**src/rtl/nph_cfg.svh**
```systemverilog
`ifndef NPH_CFG_SVH
`define NPH_CFG_SVH

// ----------------------------------------
// timing
// ----------------------------------------
`define NPH_UC_DIV 4
`define NPH_BOOT_SKIP 2'h2
`define NPH_BR_UCYC 3'h4

// ----------------------------------------
// number format
// ----------------------------------------
`define NPH_MDC_RST 4'h8
`define NPH_MDC_MAX 8
`define NPH_NREG 5
`define NPH_NSLOT 12
`define NPH_REG_X 3'h0
`define NPH_SLOT_EXP0 4'h8
`define NPH_SLOT_EXP1 4'h9
`define NPH_SLOT_DP 4'hA
`define NPH_SLOT_SIGN 4'hB
`define NPH_TAIL_FLT 4'h2
`define NPH_TAIL_SCI 4'h4

// ----------------------------------------
// shared input line fields
// ----------------------------------------
`define NPH_BIT_JC 5
`define NPH_BIT_ADR_N 4

// ----------------------------------------
// opcodes
// ----------------------------------------
`define NPH_OP_TOGGLE 6'h30
`define NPH_OP_SETMDC 6'h31
`define NPH_OP_BLKLOAD 6'h32
`define NPH_OP_BLKSTORE 6'h33
`define NPH_OP_DIGLOAD 6'h34
`define NPH_OP_FCLR 6'h35
`define NPH_OP_FTEST 6'h36
`define NPH_OP_TJUMP 6'h37
`define NPH_OP_SETF1 6'h38
`define NPH_OP_SETF2 6'h39
`define NPH_OP_PULF1 6'h3A
`define NPH_OP_PULF2 6'h3B
`define NPH_OP_INV 6'h3C

`endif

```
**src/rtl/nph_pkg.sv**
```systemverilog
package nph_pkg;

    typedef enum logic [3:0] {
        ST_GAP = 4'h0,
        ST_FETCH = 4'h1,
        ST_EXEC = 4'h2,
        ST_BLK = 4'h3,
        ST_AIN = 4'h4,
        ST_ACK = 4'h5,
        ST_TJC = 4'h6,
        ST_BR = 4'h7
    } nph_state_t;

    typedef struct packed {
        nph_state_t st;
        logic [1:0] boot;
        logic word2;
        logic [5:0] op;
        logic rdy;
        logic input_bus_select;
        logic br_n;
        logic [2:0] br_cnt;
        logic [3:0] didx;
        logic das_n;
        logic [3:0] dout;
        logic dw_n;
        logic f1;
        logic f2;
        logic fault;
        logic sci;
        logic [3:0] mdc;
        logic [2:0] ain_idx;
        logic [3:0] k;
        logic [1:0] ph;
        logic [1:0] pmask;
    } nph_ctl_t;

endpackage : nph_pkg

```
**src/rtl/nph_ucycle.sv**
```systemverilog
`timescale 1ns/1ps
`default_nettype none
`include "nph_cfg.svh"

module nph_ucycle #(
    parameter int DIV = `NPH_UC_DIV
) (
    input wire logic clk_i,
    input wire logic rst_i,
    output logic tick_o,
    output logic sync_n_o
);
    typedef struct packed {
        logic [1:0] cnt;
        logic tick;
        logic sync_n;
    } nph_uc_t;

    nph_uc_t s_r;
    nph_uc_t s_nxt;

    generate
        if (DIV != 4) begin : g_bad_div
            $error("nph_ucycle: divider must be 4");
        end
    endgenerate

    always_comb begin
        s_nxt = s_r;
        s_nxt.cnt = s_r.cnt + 2'h1;
        s_nxt.tick = (s_r.cnt == 2'h3);
        s_nxt.sync_n = ~(s_r.cnt == 2'h3);
    end

    always_ff @(posedge clk_i or posedge rst_i) begin
        if (rst_i) begin
            s_r <= '{cnt: 2'h0, tick: 1'b0, sync_n: 1'b1};
        end else begin
            s_r <= s_nxt;
        end
    end

    assign tick_o = s_r.tick;
    assign sync_n_o = s_r.sync_n;
endmodule : nph_ucycle
`default_nettype wire

```
**src/rtl/nph_regfile.sv**
```systemverilog
`timescale 1ns/1ps
`default_nettype none
`include "nph_cfg.svh"

module nph_regfile #(
    parameter int NREG = `NPH_NREG,
    parameter int NSLOT = `NPH_NSLOT
) (
    input wire logic clk_i,
    input wire logic rst_i,
    input wire logic [2:0] rd_reg_i,
    input wire logic [3:0] rd_slot_i,
    output logic [3:0] rd_data_o,
    input wire logic wr_en_i,
    input wire logic [2:0] wr_reg_i,
    input wire logic [3:0] wr_slot_i,
    input wire logic [3:0] wr_data_i
);
    // slots 0..7 mantissa, 8..9 exponent, 10 point, 11 signs
    typedef struct packed {
        logic [NREG-1:0][NSLOT-1:0][3:0] mem;
    } nph_rf_t;

    nph_rf_t s_r;
    nph_rf_t s_nxt;

    generate
        if (NREG < 1 || NREG > 8 || NSLOT != 12) begin : g_bad_size
            $error("nph_regfile: unsupported size");
        end
    endgenerate

    always_comb begin
        s_nxt = s_r;
        if (wr_en_i && 32'(wr_reg_i) < NREG && 32'(wr_slot_i) < NSLOT) begin
            s_nxt.mem[wr_reg_i][wr_slot_i] = wr_data_i;
        end
        rd_data_o = 4'h0;
        if (32'(rd_reg_i) < NREG && 32'(rd_slot_i) < NSLOT) begin
            rd_data_o = s_r.mem[rd_reg_i][rd_slot_i];
        end
    end

    always_ff @(posedge clk_i or posedge rst_i) begin
        if (rst_i) begin
            s_r <= '0;
        end else begin
            s_r <= s_nxt;
        end
    end
endmodule : nph_regfile
`default_nettype wire

```
**src/rtl/nph_top.sv**
```systemverilog
`timescale 1ns/1ps
`default_nettype none
`include "nph_cfg.svh"

// Functional notes
// - sync strobe low once per four clocks
// - after reset, two fetch pulses before first opcode
// - bus select high for opcode, low for data
// - fetch request stays high while stall held
// - stall low: drop request, take opcode, execute
// - true test: four-microcycle low branch strobe
// - five numeric registers with digits, point, signs
// - float transfer: mantissa, sign digit, point digit
// - scientific: mantissa, exponent, signs, point digit
// - float after reset, toggle op flips notation
// - mantissa count resets eight, settable one-eight
// - digit index steps through each transferred digit
// - store: BCD out, one write strobe per digit
// - load: index strobe low before each read
// - single-digit loads index zero to seven, accumulate
// - single-digit load waits for valid low
// - invert flag two for one microcycle after digit read
// - fault set on error, cleared by clear op
// - flags set or pulsed by their ops
// - jump test branches when condition high
// - two-word ops give two fetch pulses
// - count word is BCD one to eight
// - digit index zero after every transfer
module nph_top #(
    parameter int MDC_MAX = `NPH_MDC_MAX
) (
    input wire logic clk_i,
    input wire logic rst_i,
    input wire logic [5:0] opcode_lines_i,
    input wire logic fetch_stall_i,
    input wire logic error_event_i,
    output logic microcycle_strobe_n_o,
    output logic fetch_request_o,
    output logic input_bus_select_o,
    output logic branch_strobe_n_o,
    output logic [3:0] digit_index_o,
    output logic digit_index_strobe_n_o,
    output logic [3:0] digit_out_o,
    output logic digit_write_strobe_n_o,
    output logic user_flag_one_o,
    output logic user_flag_two_o,
    output logic fault_o
);
    import nph_pkg::*;

    nph_ctl_t s_r;
    nph_ctl_t s_nxt;
    logic tick;
    logic [3:0] rd_data;
    logic wr_en;
    logic [3:0] wr_slot;
    logic [3:0] wr_data;
    logic [3:0] cur_slot;
    logic [3:0] total;

    generate
        if (MDC_MAX < 1 || MDC_MAX > 8) begin : g_bad_mdc
            $error("nph_top: mantissa count limit must be 1..8");
        end
    endgenerate

    // ----------------------------------------
    // microcycle timebase and number storage
    // ----------------------------------------
    nph_ucycle u_ucycle (
        .clk_i(clk_i),
        .rst_i(rst_i),
        .tick_o(tick),
        .sync_n_o(microcycle_strobe_n_o)
    );

    nph_regfile u_regfile (
        .clk_i(clk_i),
        .rst_i(rst_i),
        .rd_reg_i(`NPH_REG_X),
        .rd_slot_i(cur_slot),
        .rd_data_o(rd_data),
        .wr_en_i(wr_en),
        .wr_reg_i(`NPH_REG_X),
        .wr_slot_i(wr_slot),
        .wr_data_i(wr_data)
    );

    // ----------------------------------------
    // transfer order
    // ----------------------------------------
    function automatic logic [3:0] slot_of(
        input logic [3:0] k,
        input logic [3:0] mdc,
        input logic sci
    );
        logic [3:0] j;
        j = k - mdc;
        if (k < mdc) begin
            slot_of = k;
        end else if (!sci) begin
            slot_of = (j == 4'h0) ? `NPH_SLOT_SIGN : `NPH_SLOT_DP;
        end else begin
            case (j)
                4'h0: slot_of = `NPH_SLOT_EXP0;
                4'h1: slot_of = `NPH_SLOT_EXP1;
                4'h2: slot_of = `NPH_SLOT_SIGN;
                default: slot_of = `NPH_SLOT_DP;
            endcase
        end
    endfunction : slot_of

    assign cur_slot = slot_of(s_r.k, s_r.mdc, s_r.sci);
    assign total = s_r.mdc + (s_r.sci ? `NPH_TAIL_SCI : `NPH_TAIL_FLT);

    // ----------------------------------------
    // sequencer
    // ----------------------------------------
    always_comb begin
        s_nxt = s_r;
        wr_en = 1'b0;
        wr_slot = cur_slot;
        wr_data = opcode_lines_i[3:0];
        // everything except the error-driven fault set advances on microcycle boundaries only
        if (tick) begin
            if (s_r.br_cnt != 3'h0) begin
                s_nxt.br_cnt = s_r.br_cnt - 3'h1;
                if (s_r.br_cnt == 3'h1) begin
                    s_nxt.br_n = 1'b1;
                end
            end
            unique case (s_r.st)
                ST_GAP: begin
                    s_nxt.st = ST_FETCH;
                    s_nxt.rdy = 1'b1;
                    s_nxt.input_bus_select = 1'b1;
                end
                ST_FETCH: begin
                    // request holds while stall is high
                    if (!fetch_stall_i) begin
                        s_nxt.rdy = 1'b0;
                        s_nxt.st = ST_GAP;
                        if (s_r.boot != 2'h0) begin
                            s_nxt.boot = s_r.boot - 2'h1;
                        end else if (s_r.word2) begin
                            s_nxt.word2 = 1'b0;
                            if (s_r.op == `NPH_OP_SETMDC) begin
                                if (opcode_lines_i[3:0] >= 4'h1 &&
                                    32'(opcode_lines_i[3:0]) <= MDC_MAX) begin
                                    s_nxt.mdc = opcode_lines_i[3:0];
                                end else begin
                                    s_nxt.fault = 1'b1;
                                end
                            end else if (s_r.op == `NPH_OP_BLKLOAD ||
                                         s_r.op == `NPH_OP_BLKSTORE) begin
                                s_nxt.st = ST_BLK;
                                s_nxt.k = 4'h0;
                                s_nxt.ph = 2'h0;
                                s_nxt.didx = 4'h0;
                                s_nxt.input_bus_select = (s_r.op != `NPH_OP_BLKLOAD);
                            end
                        end else begin
                            s_nxt.op = opcode_lines_i;
                            s_nxt.st = ST_EXEC;
                        end
                    end
                end
                ST_EXEC: begin
                    s_nxt.st = ST_GAP;
                    // any other op ends accumulation of single digits
                    s_nxt.ain_idx = 3'h0;
                    case (s_r.op)
                        `NPH_OP_TOGGLE: s_nxt.sci = ~s_r.sci;
                        `NPH_OP_SETMDC,
                        `NPH_OP_BLKLOAD,
                        `NPH_OP_BLKSTORE,
                        `NPH_OP_INV: s_nxt.word2 = 1'b1;
                        `NPH_OP_DIGLOAD: begin
                            s_nxt.ain_idx = s_r.ain_idx;
                            s_nxt.input_bus_select = 1'b0;
                            s_nxt.didx = {1'b0, s_r.ain_idx};
                            s_nxt.st = ST_AIN;
                        end
                        `NPH_OP_FCLR: s_nxt.fault = 1'b0;
                        `NPH_OP_FTEST: begin
                            s_nxt.word2 = 1'b1;
                            if (s_r.fault) begin
                                s_nxt.br_n = 1'b0;
                                s_nxt.br_cnt = `NPH_BR_UCYC;
                                s_nxt.st = ST_BR;
                            end
                        end
                        `NPH_OP_TJUMP: begin
                            s_nxt.input_bus_select = 1'b0;
                            s_nxt.st = ST_TJC;
                        end
                        `NPH_OP_SETF1: s_nxt.f1 = 1'b1;
                        `NPH_OP_SETF2: s_nxt.f2 = 1'b1;
                        `NPH_OP_PULF1: begin
                            s_nxt.f1 = ~s_r.f1;
                            s_nxt.pmask = 2'h1;
                            s_nxt.st = ST_ACK;
                        end
                        `NPH_OP_PULF2: begin
                            s_nxt.f2 = ~s_r.f2;
                            s_nxt.pmask = 2'h2;
                            s_nxt.st = ST_ACK;
                        end
                        default: s_nxt.st = ST_GAP;
                    endcase
                end
                ST_TJC: begin
                    // lines were in data phase for a full microcycle
                    s_nxt.input_bus_select = 1'b1;
                    s_nxt.word2 = 1'b1;
                    s_nxt.st = ST_GAP;
                    if (opcode_lines_i[`NPH_BIT_JC]) begin
                        s_nxt.br_n = 1'b0;
                        s_nxt.br_cnt = `NPH_BR_UCYC;
                        s_nxt.st = ST_BR;
                    end
                end
                ST_BR: begin
                    // request rises inside the last strobe microcycle
                    if (s_r.br_cnt == 3'h2) begin
                        s_nxt.st = ST_FETCH;
                        s_nxt.rdy = 1'b1;
                    end
                end
                ST_AIN: begin
                    if (!opcode_lines_i[`NPH_BIT_ADR_N]) begin
                        wr_en = 1'b1;
                        wr_slot = {1'b0, s_r.ain_idx};
                        s_nxt.f2 = ~s_r.f2;
                        s_nxt.pmask = 2'h2;
                        s_nxt.input_bus_select = 1'b1;
                        s_nxt.st = ST_ACK;
                        // digits past the eighth overwrite the last slot
                        if (s_r.ain_idx != 3'h7) begin
                            s_nxt.ain_idx = s_r.ain_idx + 3'h1;
                        end
                    end
                end
                ST_ACK: begin
                    s_nxt.f1 = s_r.f1 ^ s_r.pmask[0];
                    s_nxt.f2 = s_r.f2 ^ s_r.pmask[1];
                    s_nxt.didx = 4'h0;
                    s_nxt.st = ST_GAP;
                end
                ST_BLK: begin
                    s_nxt.ph = s_r.ph + 2'h1;
                    unique case (s_r.ph)
                        2'h0: begin
                            if (s_r.op == `NPH_OP_BLKSTORE) begin
                                s_nxt.dout = rd_data;
                            end else begin
                                s_nxt.das_n = 1'b0;
                            end
                        end
                        2'h1: begin
                            if (s_r.op == `NPH_OP_BLKSTORE) begin
                                s_nxt.dw_n = 1'b0;
                            end else begin
                                s_nxt.das_n = 1'b1;
                            end
                        end
                        2'h2: begin
                            if (s_r.op == `NPH_OP_BLKSTORE) begin
                                s_nxt.dw_n = 1'b1;
                            end else begin
                                wr_en = 1'b1;
                            end
                        end
                        2'h3: begin
                            if (s_r.k + 4'h1 == total) begin
                                s_nxt.didx = 4'h0;
                                s_nxt.dout = 4'h0;
                                s_nxt.input_bus_select = 1'b1;
                                s_nxt.st = ST_GAP;
                            end else begin
                                s_nxt.k = s_r.k + 4'h1;
                                s_nxt.didx = s_r.k + 4'h1;
                            end
                        end
                    endcase
                end
                default: s_nxt.st = ST_GAP;
            endcase
        end
        // a new error wins over a clear in the same cycle
        if (error_event_i) begin
            s_nxt.fault = 1'b1;
        end
    end

    // ----------------------------------------
    // state register
    // ----------------------------------------
    always_ff @(posedge clk_i or posedge rst_i) begin
        if (rst_i) begin
            s_r <= '{
                st: ST_GAP,
                boot: `NPH_BOOT_SKIP,
                word2: 1'b0,
                op: 6'h00,
                rdy: 1'b0,
                input_bus_select: 1'b0,
                br_n: 1'b1,
                br_cnt: 3'h0,
                didx: 4'h0,
                das_n: 1'b1,
                dout: 4'h0,
                dw_n: 1'b1,
                f1: 1'b0,
                f2: 1'b0,
                fault: 1'b0,
                sci: 1'b0,
                mdc: `NPH_MDC_RST,
                ain_idx: 3'h0,
                k: 4'h0,
                ph: 2'h0,
                pmask: 2'h0
            };
        end else begin
            s_r <= s_nxt;
        end
    end

    assign fetch_request_o = s_r.rdy;
    assign input_bus_select_o = s_r.input_bus_select;
    assign branch_strobe_n_o = s_r.br_n;
    assign digit_index_o = s_r.didx;
    assign digit_index_strobe_n_o = s_r.das_n;
    assign digit_out_o = s_r.dout;
    assign digit_write_strobe_n_o = s_r.dw_n;
    assign user_flag_one_o = s_r.f1;
    assign user_flag_two_o = s_r.f2;
    assign fault_o = s_r.fault;
endmodule : nph_top
`default_nettype wire

```
**config.mk**
```make
export PLATFORM = sky130hd
export DESIGN_NAME = nph_top
export DESIGN_NICKNAME = d
export VERILOG_FILES = /design/src/rtl/nph_pkg.sv /design/src/rtl/nph_ucycle.sv /design/src/rtl/nph_regfile.sv /design/src/rtl/nph_top.sv
export VERILOG_INCLUDE_DIRS = /design/src /design/src/rtl
export SDC_FILE = /design/constraint.sdc
export NUM_CORES = 1
export LEC_CHECK = 0
export ABC_AREA = 1
export ABC_CLOCK_PERIOD_IN_PS = 21100
export CAP_MARGIN = 10
export CORE_UTILIZATION = 50
export DETAILED_ROUTE_END_ITERATION = 12
export DONT_BUFFER_PORTS = 1
export GPL_TIMING_DRIVEN = 0
export MAX_ROUTING_LAYER = met4
export SETUP_SLACK_MARGIN = 0.02
export SYNTH_ARGS = -nofsm -noshare
export SYNTH_HDL_FRONTEND = slang
export SYNTH_HIERARCHICAL = 1
export SYNTH_SLANG_ARGS = --single-unit
```
**constraint.sdc**
```tcl
create_clock -name clk_i -period 21.1 [get_ports clk_i]
set_input_delay 1.055 -clock clk_i [delete_from_list [all_inputs] [get_ports clk_i]]
set_output_delay 1.055 -clock clk_i [all_outputs]
set_load 0.02 [all_outputs]
```
==> metrics, run 1 <==
IO buf count 0; FF+latch count, synth 291; total grt overflow 0; Syn-to-layout area delta 11.7%; Max Clk Rate 260 MHz; final hold vios 0; CTS buffer count 35; RSZ-0062 raised after global routing no; Final TNS setup 0 ps; CP Depth 17; initial core utilization 51.2%; Worst-path clk slew 60 ps; TritonCTS Sinks 291; Root Driver clkbuf_16; vias per cell 5.47; initial antenna violation count 0; ANT cells 0; crit path max fanout 10; Core Box Area 0.0299 mm2; nets 2139; Max-slew headroom 24.6%; DP Wirelength 36800 um; Worst-Margin Slew 1130 ps; Reg-to-Reg End digit_out_o[2]$_DFFE_PP0P_; part of the cycle the worst path needs 18.2%; RD Place Congestion 0.961; Final setup viols 0; wire length per cell 19.9 um; min cycle time layout 3850 ps; area of the multi-input gates 0.00686 mm2; final core occ 57.3%; post-synthesis sequential area ratio 47.6%; Die Width 177 um; Critical Path End Type register; CP startpoint s_r[4]$_DFFE_PP0P_; Power Dens Cells 85.7 mW/mm2; Pleak 8.23 nW; Residual DRC 0; Setup CP Type reg -> reg; Die H 177 um; area of the mapped netlist 0.0153 mm2; post-synth cell types 49; vias in the first global route 12900; Std-Cell Rows 63; DIE AREA 0.0313 mm2; Clock Skew 22.5 ps; Antenna Violating Nets Remaining 0; hold_buf cts 0; CP dominant cell by count nand2_1; most common cell after layout, fill and taps aside nand2_1; final WL 50100 um; Yosys Warn Count 6; Via Count 13800; WP buf/inv 3; H-tree Lvls 2; Pre-antenna DRT Iters 5; postcts setup bufs 0; cell family with most CP delay buffers and inverters; Critical-path top delay cell clkbuf_1; FILL cells 2872; CTS tree built; crit-path cells inv_1, ha_1, fa_1, nand3b_1, nand2_1, nand4_1, o22ai_1, clkbuf_1, clkbuf_1, o211ai_1, nand3_1, nand2_1, nand2_1, nand2_1, nand2_1, nand3b_1, nand2_1; CP required 21510 ps; Reg2Reg Depth 17; FF-to-FF setup slack 17250 ps; Critical Path Max Stage Delay 540 ps; largest net degree at the start of global routing 113; I/O Pins 27; GRT Util Overall 34.0%; share of cells above drive strength 1 8.39%; worst-skew pair later-pin latency 530 ps; Max clock buf depth 3; Max-cap violations 0; worst vdd rail ir drop 0.0671 mV; cell count after synthesis 2052; Slew Limit Fails 0; Resized cells post-CTS 0; run status complete, no violations; Critical Path End digit_out_o[2]$_DFFE_PP0P_; critical path launch point type register; r2r startpoint s_r[4]$_DFFE_PP0P_; global-route wire length before repair 76600 um; DR iter-0 viols 1293; Min-Delay Path Class in -> async; critical path arrival 4260 ps; register area 0.00729 mm2; Mean Syn Cell Area 7.46 um2; commonest cells after routing, fill and taps aside nand2_1, dfrtp_1, o21ai_0
## synth_stat cells, drive strengths merged
| cell type | count | area [um2] |
|---|---|---|
| o21ai | 218 | 1100 |
| clkinv | 4 | 15.0 |
| a32oi | 1 | 8.76 |
| nand2 | 680 | 2580 |
| mux2 | 3 | 33.8 |
| conb | 1 | 3.75 |
| inv | 206 | 793 |
| nor3 | 17 | 100 |
| nand4 | 12 | 87.6 |
| a41oi | 1 | 8.76 |
| and2 | 1 | 6.26 |
| buf | 41 | 245 |
| ha | 19 | 238 |
| fa | 2 | 40.0 |
| or2 | 2 | 12.5 |
| nand3 | 205 | 1060 |
| a211oi | 1 | 7.51 |
| nor2 | 186 | 833 |
| and3 | 1 | 6.26 |
| o211ai | 14 | 105 |
| o21a | 1 | 7.51 |
| a21oi | 88 | 463 |
| nand3b | 5 | 37.5 |
| xor2 | 4 | 35.0 |
| dfstp | 6 | 158 |
| nor3b | 1 | 7.51 |
| a31oi | 1 | 6.26 |
| o22ai | 2 | 12.5 |
| dfrtp | 285 | 7130 |
| clkbuf | 44 | 165 |
## sequential cells by signal, summed over array words and instances, names as in the netlist, 2 cells and up
register	cells
digit_out_o	4
s_r	31
u_regfile/s_r	240
digit_index_o	4
u_ucycle/s_r	2
## routing by layer
metal	up-vias	GRT usage [%]	part of all wire (%)
met5	-	-	0
met4	0	10.5	2.8
met3	91	6.06	8.1
met2	479	49.9	43
met1	6549	47.7	46
li1	6671	-	-
## final cells by class
class	instances	share of cell area, %
sequential	291	42.6
timing repair buffer	3	0.439
clock buffer	49	5.90
buffer	85	2.40
tap	390	2.85
multi-input combinational	1482	40.1
clock inverter	13	0.922
inverter	210	4.77
## stage by stage
stage | cell area (um2) | power [mW] | cells | setup slack, ps | hold WS, ps
floorplan | 15400 | 0.785 | 2068 | 13460 | 428
finish | 17100 | 1.47 | 2523 | 17250 | 305
detailed placement | 15900 | 0.847 | 2461 | 17290 | 449
CTS | 17100 | 1.46 | 2523 | 17300 | 287
global route | 17100 | 1.52 | 2523 | 17020 | 309
global placement | 15900 | 0.843 | 2458 | 10560 | 441
## worst min path at each step
stage / endpoint / slack, ps / cells past startpoint
floorplan: u_ucycle/s_r[2]$_DFF_PP0_ / 430 / 1
global placement: u_ucycle/s_r[2]$_DFF_PP0_ / 440 / 1
detailed placement: u_ucycle/s_r[2]$_DFF_PP0_ / 450 / 1
CTS: u_ucycle/s_r[2]$_DFF_PP0_ / 290 / 1
global route: u_ucycle/s_r[3]$_DFF_PP0_ / 310 / 1
finish: u_ucycle/s_r[3]$_DFF_PP0_ / 300 / 1
## logic make-up (layout without fill, tap and decap cells)
family	Yosys count	in the layout	share of synthesized area [%]
buffers and inverters	295	360	7.96
XOR/XNOR	4	4	0.229
flip-flops	291	291	47.6
adder cells (fa/ha/maj)	21	21	1.81
AO/OA/AOI/OAI	327	327	11.2
AND/OR/NAND/NOR	1110	1110	30.9
multiplexers	3	3	0.221
other	1	17	0.0245
## report_power, final
group / switching (mW) / leakage [nW] / total [mW] / internal (mW)
logic: 0.175 / 3.90 / 0.246 / 0.0703
clock network: 0.241 / 0.576 / 0.612 / 0.372
registers: 0.0252 / 3.76 / 0.607 / 0.582
## worst register-to-register path, cell delays in order, from the launching register on
cell      delay (ps)
dfrtp_1          430
inv_1            130
ha_1             250
fa_1             410
nand3b_1         180
nand2_1          170
nand4_1          100
o22ai_1          300
clkbuf_1         540
clkbuf_1         450
o211ai_1         170
nand3_1          140
nand2_1           80
nand2_1           60
nand2_1           80
nand2_1           60
nand3b_1         120
nand2_1           70
No activity file was read; power rests on OpenSTA's default activity.
==> run 2, diff against run 1 <==
- ABC_CLOCK_PERIOD_IN_PS: 21100 -> 3970
- clock period: 21.1 -> 3.97 ns (I/O delays scaled with it)
==> metrics, run 2 (synthesis gave the netlist of run 1 again) <==
Clock power frac 42.3% (+0.5 points); FILL cells 2845 (-0.94%); worst-skew pair later-pin latency 520 ps (about the same); global-route wire length before repair 78300 um (+2.2%); final WL 50700 um (+1.1%); TritonCTS Sinks 291 (unchanged); initial core utilization 51.2% (unchanged); Slew Limit Fails 0 (unchanged); Core Box Area 0.0299 mm2 (unchanged); CTS buffer count 35 (unchanged); DP Wirelength 37400 um (+1.6%); Worst-path clk slew 60 ps (about the same); Worst-Margin Slew 1120 ps (-11.4 ps); vias in the first global route 13100 (+1.7%); final hold vios 0 (unchanged); run status complete, no violations; Regs by FF count u_regfile/s_r x240, s_r x31; postcts setup bufs 0 (unchanged); Final setup viols 0 (unchanged); WP buf/inv 5 (+2); largest reg by FF count u_regfile/s_r; Largest register FFs 240 (unchanged); CTS tree built; Syn-to-layout area delta 12.9%; Critical Path Max Stage Delay 430 ps (-110 ps); final core occ 57.8% (+0.59 points); Antenna Violating Nets Remaining 0 (unchanged); Std-Cell Rows 63 (unchanged); crit path max fanout 10 (unchanged); Layout Cells excl Fill 2533 (+0.40%); Critical Path End Type register; Die Width 177 um (unchanged); wire length per cell 20.0 um (+0.66%); DR iter-0 viols 1250 (-3.3%); Root Driver clkbuf_16; Cell Area, Placed 0.0160 mm2 (+0.38%); vias per cell 5.47 (about the same); Sw Ratio 29.6% (-0.50 points); register area 0.00729 mm2 (unchanged); IO buf count 0 (unchanged); placed instance count 2465 (+0.16%); switching power of the nets 2.34 mW (+430%); min cycle time layout 3680 ps (-169 ps); crit-path cells inv_1, ha_1, fa_1, nand3b_1, nand2_1, inv_1, a21oi_1, buf_2, clkinv_1, clkbuf_2, o211ai_1, nand3_1, nand2_1, nand2_1, nand2_1, nand2_1, nand3b_1, nand2_1; critical path arrival 4140 ps (-120 ps); GRT Util Overall 34.6% (+0.62 points); area of the multi-input gates 0.00686 mm2 (unchanged); share of cells above drive strength 1 8.54% (+0.15 points); most common cell after layout, fill and taps aside nand2_1; final instance area 0.0173 mm2 (+1.0%); nets 2151 (+0.56%); Pre-antenna DRT Iters 5 (unchanged); sequential share of power 40.9% (-0.5 points); critical path launch point type register; RSZ-0062 raised after global routing no; I/O Pins 27 (unchanged); Power Dens Cells 456 mW/mm2 (+430%); Max clock buf depth 3 (unchanged); Max Clk Rate 272 MHz (+4.6%); Max-cap violations 0 (unchanged); CP dominant cell by count nand2_1; Via Count 13800 (+0.39%); Die H 177 um (unchanged); Fin Hold WS 27.8 ps (-277 ps); worst vdd rail ir drop 0.359 mV (+430%); Residual DRC 0 (unchanged); Internal 5.55 mW (+440%); Pleak 8.31 nW (+0.89%); commonest cells after routing, fill and taps aside nand2_1, dfrtp_1, o21ai_0; total grt overflow 0 (unchanged); RD Place Congestion 0.935 (-2.8%); Max-slew headroom 25.3% (+0.76 points); Setup CP Type reg -> reg; H-tree Lvls 2 (unchanged); initial antenna violation count 0 (unchanged); Final TNS setup 0 ps (unchanged); Critical-path top delay cell dfrtp_1; Clock Skew 31.2 ps (+8.75 ps); largest net degree at the start of global routing 44 (-61%); CP required 4430 ps (-17080 ps); Min-Delay Path Class in -> reg; combinational share of power 16.9% (about the same); ANT cells 0 (unchanged); cell family with most CP delay buffers and inverters; DIE AREA 0.0313 mm2 (unchanged); part of the cycle the worst path needs 92.6% (+74 points)
-- run 2: cell types whose count changed in the layout (fill, tap and decap cells not counted), moves of 2 or more --
cell,delta
buf_12,+6
dlygate4sd3_1,+8
clkbuf_2,+2
clkinv_2,-5
clkbuf_8,+2
clkbuf_1,-2
buf_16,-2
-- run 2: final timing paths --
kind	start	to	slack, ps	cells after the start
max	s_r[4]$_DFFE_PP0P_	digit_out_o[1]$_DFFE_PP0P_	290	18
min	error_event_i	fault_o$_DFFE_PP0P_	30	4
max reg2reg	s_r[4]$_DFFE_PP0P_	digit_out_o[1]$_DFFE_PP0P_	290	18
min reg2reg	u_ucycle/s_r[2]$_DFF_PP0_	u_ucycle/s_r[2]$_DFF_PP0_	460	1
max in group asynchronous	rst_i	u_regfile/s_r[66]$_DFFE_PP0P_	2460	5
min in group asynchronous	rst_i	u_ucycle/tick_o$_DFF_PP0_	110	2
-- run 2: metal layers --
| metal | wire, um | global-route usage, % | vias up |
|---|---|---|---|
| met1 | 23200 | 48.3 | 6592 |
| met2 | 21900 | 50.2 | 459 |
| met3 | 3870 | 6.96 | 100 |
| met5 | 0 | - | - |
| li1 | - | - | 6693 |
| met4 | 1630 | 11.5 | 0 |
-- run 2: what timing repair did --
item,in CTS,in global routing
endpoints found under the hold margin,92,0
endpoints found under the setup margin,0,4
gates resized for setup,0,4
hold buffers,8,0
-- run 2: stage by stage --
stage                     setup slack [ps]  total power [mW]
after floorplan                        624              4.18
after global placement                -829              4.49
after detailed placement               197              4.51
after CTS                              187              7.87
after global routing                  49.4              8.22
final                                  292              7.88
-- run 2: area by class of cell --
| cell class | count | area share (%) |
|---|---|---|
| Inverter | 210 | 4.70 |
| Multi-Input combinational cell | 1482 | 39.7 |
| Buffer | 85 | 2.39 |
| Tap cell | 390 | 2.82 |
| Clock buffer | 51 | 6.00 |
| Timing Repair Buffer | 15 | 1.27 |
| Sequential cell | 291 | 42.2 |
| Clock inverter | 9 | 0.941 |
-- run 2: power by group through the flow --
stage	sequential [mW]	combinational [mW]	clock (mW)
final	3.22	1.33	3.33
after detailed placement	3.27	1.24	0
after floorplan	3.25	0.929	0
after global placement	3.27	1.21	0
after global routing	3.24	1.48	3.50
after CTS	3.22	1.25	3.39
-- run 2: worst register-to-register path, delay by kind of cell, from the launching register on --
family	cells	cell delay (ps)
buffers and inverters	5	1080
AND/OR/NAND/NOR	9	1040
adder cells (fa/ha/maj)	2	640
AO/OA/AOI/OAI	2	460
flip-flops	1	430
==> run 3, diff against run 2 <==
- ABC_CLOCK_PERIOD_IN_PS: 3970 -> 4200
- clock period: 3.97 -> 4.2 ns (I/O delays scaled with it)
==> metrics, run 3 (synthesis gave the netlist of run 1 again) <==
run status complete, no violations; Resized cells post-CTS 0 (unchanged); CP Depth 17 (-1); Clock Skew 28.9 ps (-2.26 ps); Slew Limit Fails 0 (unchanged); Max clock buf depth 3 (unchanged); critical path launch point type register; Largest register FFs 240 (unchanged); Reg-to-Reg End digit_out_o[0]$_DFFE_PP0P_; critical path arrival 4250 ps (+110 ps); FF-to-FF setup slack 360 ps (+60 ps); CP required 4610 ps (+180 ps); most common cell after layout, fill and taps aside nand2_1; WP buf/inv 3 (-2); DP Wirelength 37400 um (unchanged); Antenna Violating Nets Remaining 0 (unchanged); largest reg by FF count u_regfile/s_r; TritonCTS Sinks 291 (unchanged); initial antenna violation count 0 (unchanged); Final setup viols 0 (unchanged); Via Count 13900 (+0.53%); Residual DRC 0 (unchanged); Max-slew headroom 23.8% (-1.5 points); Pre-antenna DRT Iters 6 (+1); global-route wire length before repair 78200 um (about the same); worst vdd rail ir drop 0.338 mV (-5.9%); cell family with most CP delay buffers and inverters; Die Width 177 um (unchanged); I/O Pins 27 (unchanged); final WL 50700 um (about the same); Power Dens Cells 432 mW/mm2 (-5.4%); part of the cycle the worst path needs 91.5% (-1.1 points); largest net degree at the start of global routing 44 (unchanged); CTS tree built; Worst-Margin Slew 1140 ps (+22.4 ps); Pleak 8.30 nW (-0.12%); crit-path cells inv_1, ha_1, fa_1, nand3b_1, nand2_1, nand4_1, o22ai_1, clkbuf_1, clkbuf_1, o211ai_1, nand3_1, nand2_1, nand2_1, nand2_1, nand2_1, nand3b_1, nand2_1; Critical Path End Type register; Reg2Reg Depth 17 (-1); Die H 177 um (unchanged); CTS buffer count 35 (unchanged); RSZ-0062 raised after global routing no; Worst-path clk slew 60 ps (about the same); DR iter-0 viols 1253 (+0.24%); Hold Path Stages 5 (+1); Core Box Area 0.0299 mm2 (unchanged); Root Driver clkbuf_16; Std-Cell Rows 63 (unchanged); CP dominant cell by count nand2_1; Cell Area, Placed 0.0160 mm2 (unchanged); GRT Util Overall 34.6% (about the same); Min-Delay Path Class in -> reg; CP startpoint s_r[4]$_DFFE_PP0P_; nets 2150 (-0.046%); Regs by FF count u_regfile/s_r x240, s_r x31; H-tree Lvls 2 (unchanged); IO buf count 0 (unchanged); final hold vios 0 (unchanged); placed instance count 2465 (unchanged); share of cells above drive strength 1 8.45% (-0.089 points); crit path max fanout 10 (unchanged); worst-skew pair later-pin latency 520 ps (about the same); initial core utilization 51.2% (unchanged); Fin Hold WS 16.3 ps (-11.5 ps); r2r startpoint s_r[4]$_DFFE_PP0P_; Setup CP Type reg -> reg; vias per cell 5.50 (+0.57%); Max Clk Rate 260 MHz (-4.3%); ANT cells 0 (unchanged); Layout Cells excl Fill 2532 (-0.039%); wire length per cell 20.0 um (about the same); Critical Path Max Stage Delay 570 ps (+140 ps); Final TNS setup 0 ps (unchanged); area of the multi-input gates 0.00686 mm2 (unchanged); Syn-to-layout area delta 12.8% (about the same); RD Place Congestion 0.935 (unchanged); min cycle time layout 3840 ps (+166 ps); Critical Path End digit_out_o[0]$_DFFE_PP0P_; DIE AREA 0.0313 mm2 (unchanged); register area 0.00729 mm2 (unchanged); Critical-path top delay cell clkbuf_1; total grt overflow 0 (unchanged); vias in the first global route 13100 (+0.038%); final instance area 0.0173 mm2 (about the same); power consumption 7.45 mW (-5.5%); FILL cells 2840 (-0.18%); commonest cells after routing, fill and taps aside nand2_1, dfrtp_1, o21ai_0; Max-cap violations 0 (unchanged)
==> run 3: cell count changes in the layout (fill, tap and decap cells not counted), sizes merged <==
cell         change
dlygate4sd3      -1
==> run 3: power by group <==
group / leakage (nW) / internal (mW) / total, mW / switching (mW)
clock: 0.585 / 1.96 / 3.15 / 1.19
sequential: 3.76 / 2.92 / 3.05 / 0.126
combinational: 3.95 / 0.363 / 1.26 / 0.892
total: 8.30 / 5.24 / 7.45 / 2.21
==> run 3: final cells by class <==
type                       count  area share (%)
buffer                        85            2.38
tap                          390            2.83
timing repair buffer          14            1.22
clock buffer                  51            6.01
clock inverter                 9           0.942
multi-input combinational   1482            39.7
sequential                   291            42.2
inverter                     210            4.70
==> run 3: per-layer routing <==
metal  part of all wire, %  vias up  GRT usage, %
met2                    43      492          50.2
met4                   3.1        0          11.5
met3                   8.0       97          7.00
met1                    46     6642          48.2
met5                     0        -             -
li1                      -     6686             -
==> run 3: worst min-delay path by stage <==
stage                            startpoint                              to  slack [ps]
final                         fetch_stall_i  input_bus_select_o$_DFFE_PP0P_          20
after global routing      opcode_lines_i[5]             s_r[45]$_DFFE_PP0P_          50
after CTS                     fetch_stall_i  input_bus_select_o$_DFFE_PP0P_           3
after detailed placement              rst_i       u_ucycle/tick_o$_DFF_PP0_          -9
after global placement                rst_i       u_ucycle/tick_o$_DFF_PP0_         -10
after floorplan                       rst_i       u_ucycle/s_r[2]$_DFF_PP0_         -20
==> run 3: through the flow <==
stage | worst slack, ps | utilization [%]
floorplan | 842 | -
global placement | -610 | 53.1
detailed placement | 427 | 53.5
CTS | 417 | 57.8
global route | 127 | 57.8
finish | 357 | 57.8
==> run 3: worst reg2reg max path: stages (launching register included) <==
cell and delay [ps]:
dfrtp_1 430, inv_1 130, ha_1 240, fa_1 400, nand3b_1 170, nand2_1 160, nand4_1 110, o22ai_1 330
clkbuf_1 570, clkbuf_1 430, o211ai_1 160, nand3_1 130, nand2_1 80, nand2_1 70, nand2_1 100, nand2_1 80
nand3b_1 100, nand2_1 60
==> run 3: repair_timing <==
item / in CTS / in global routing
buffers inserted: 0 / 0
hold buffers: 7 / 0
hold endpoints to repair: 88 / 0
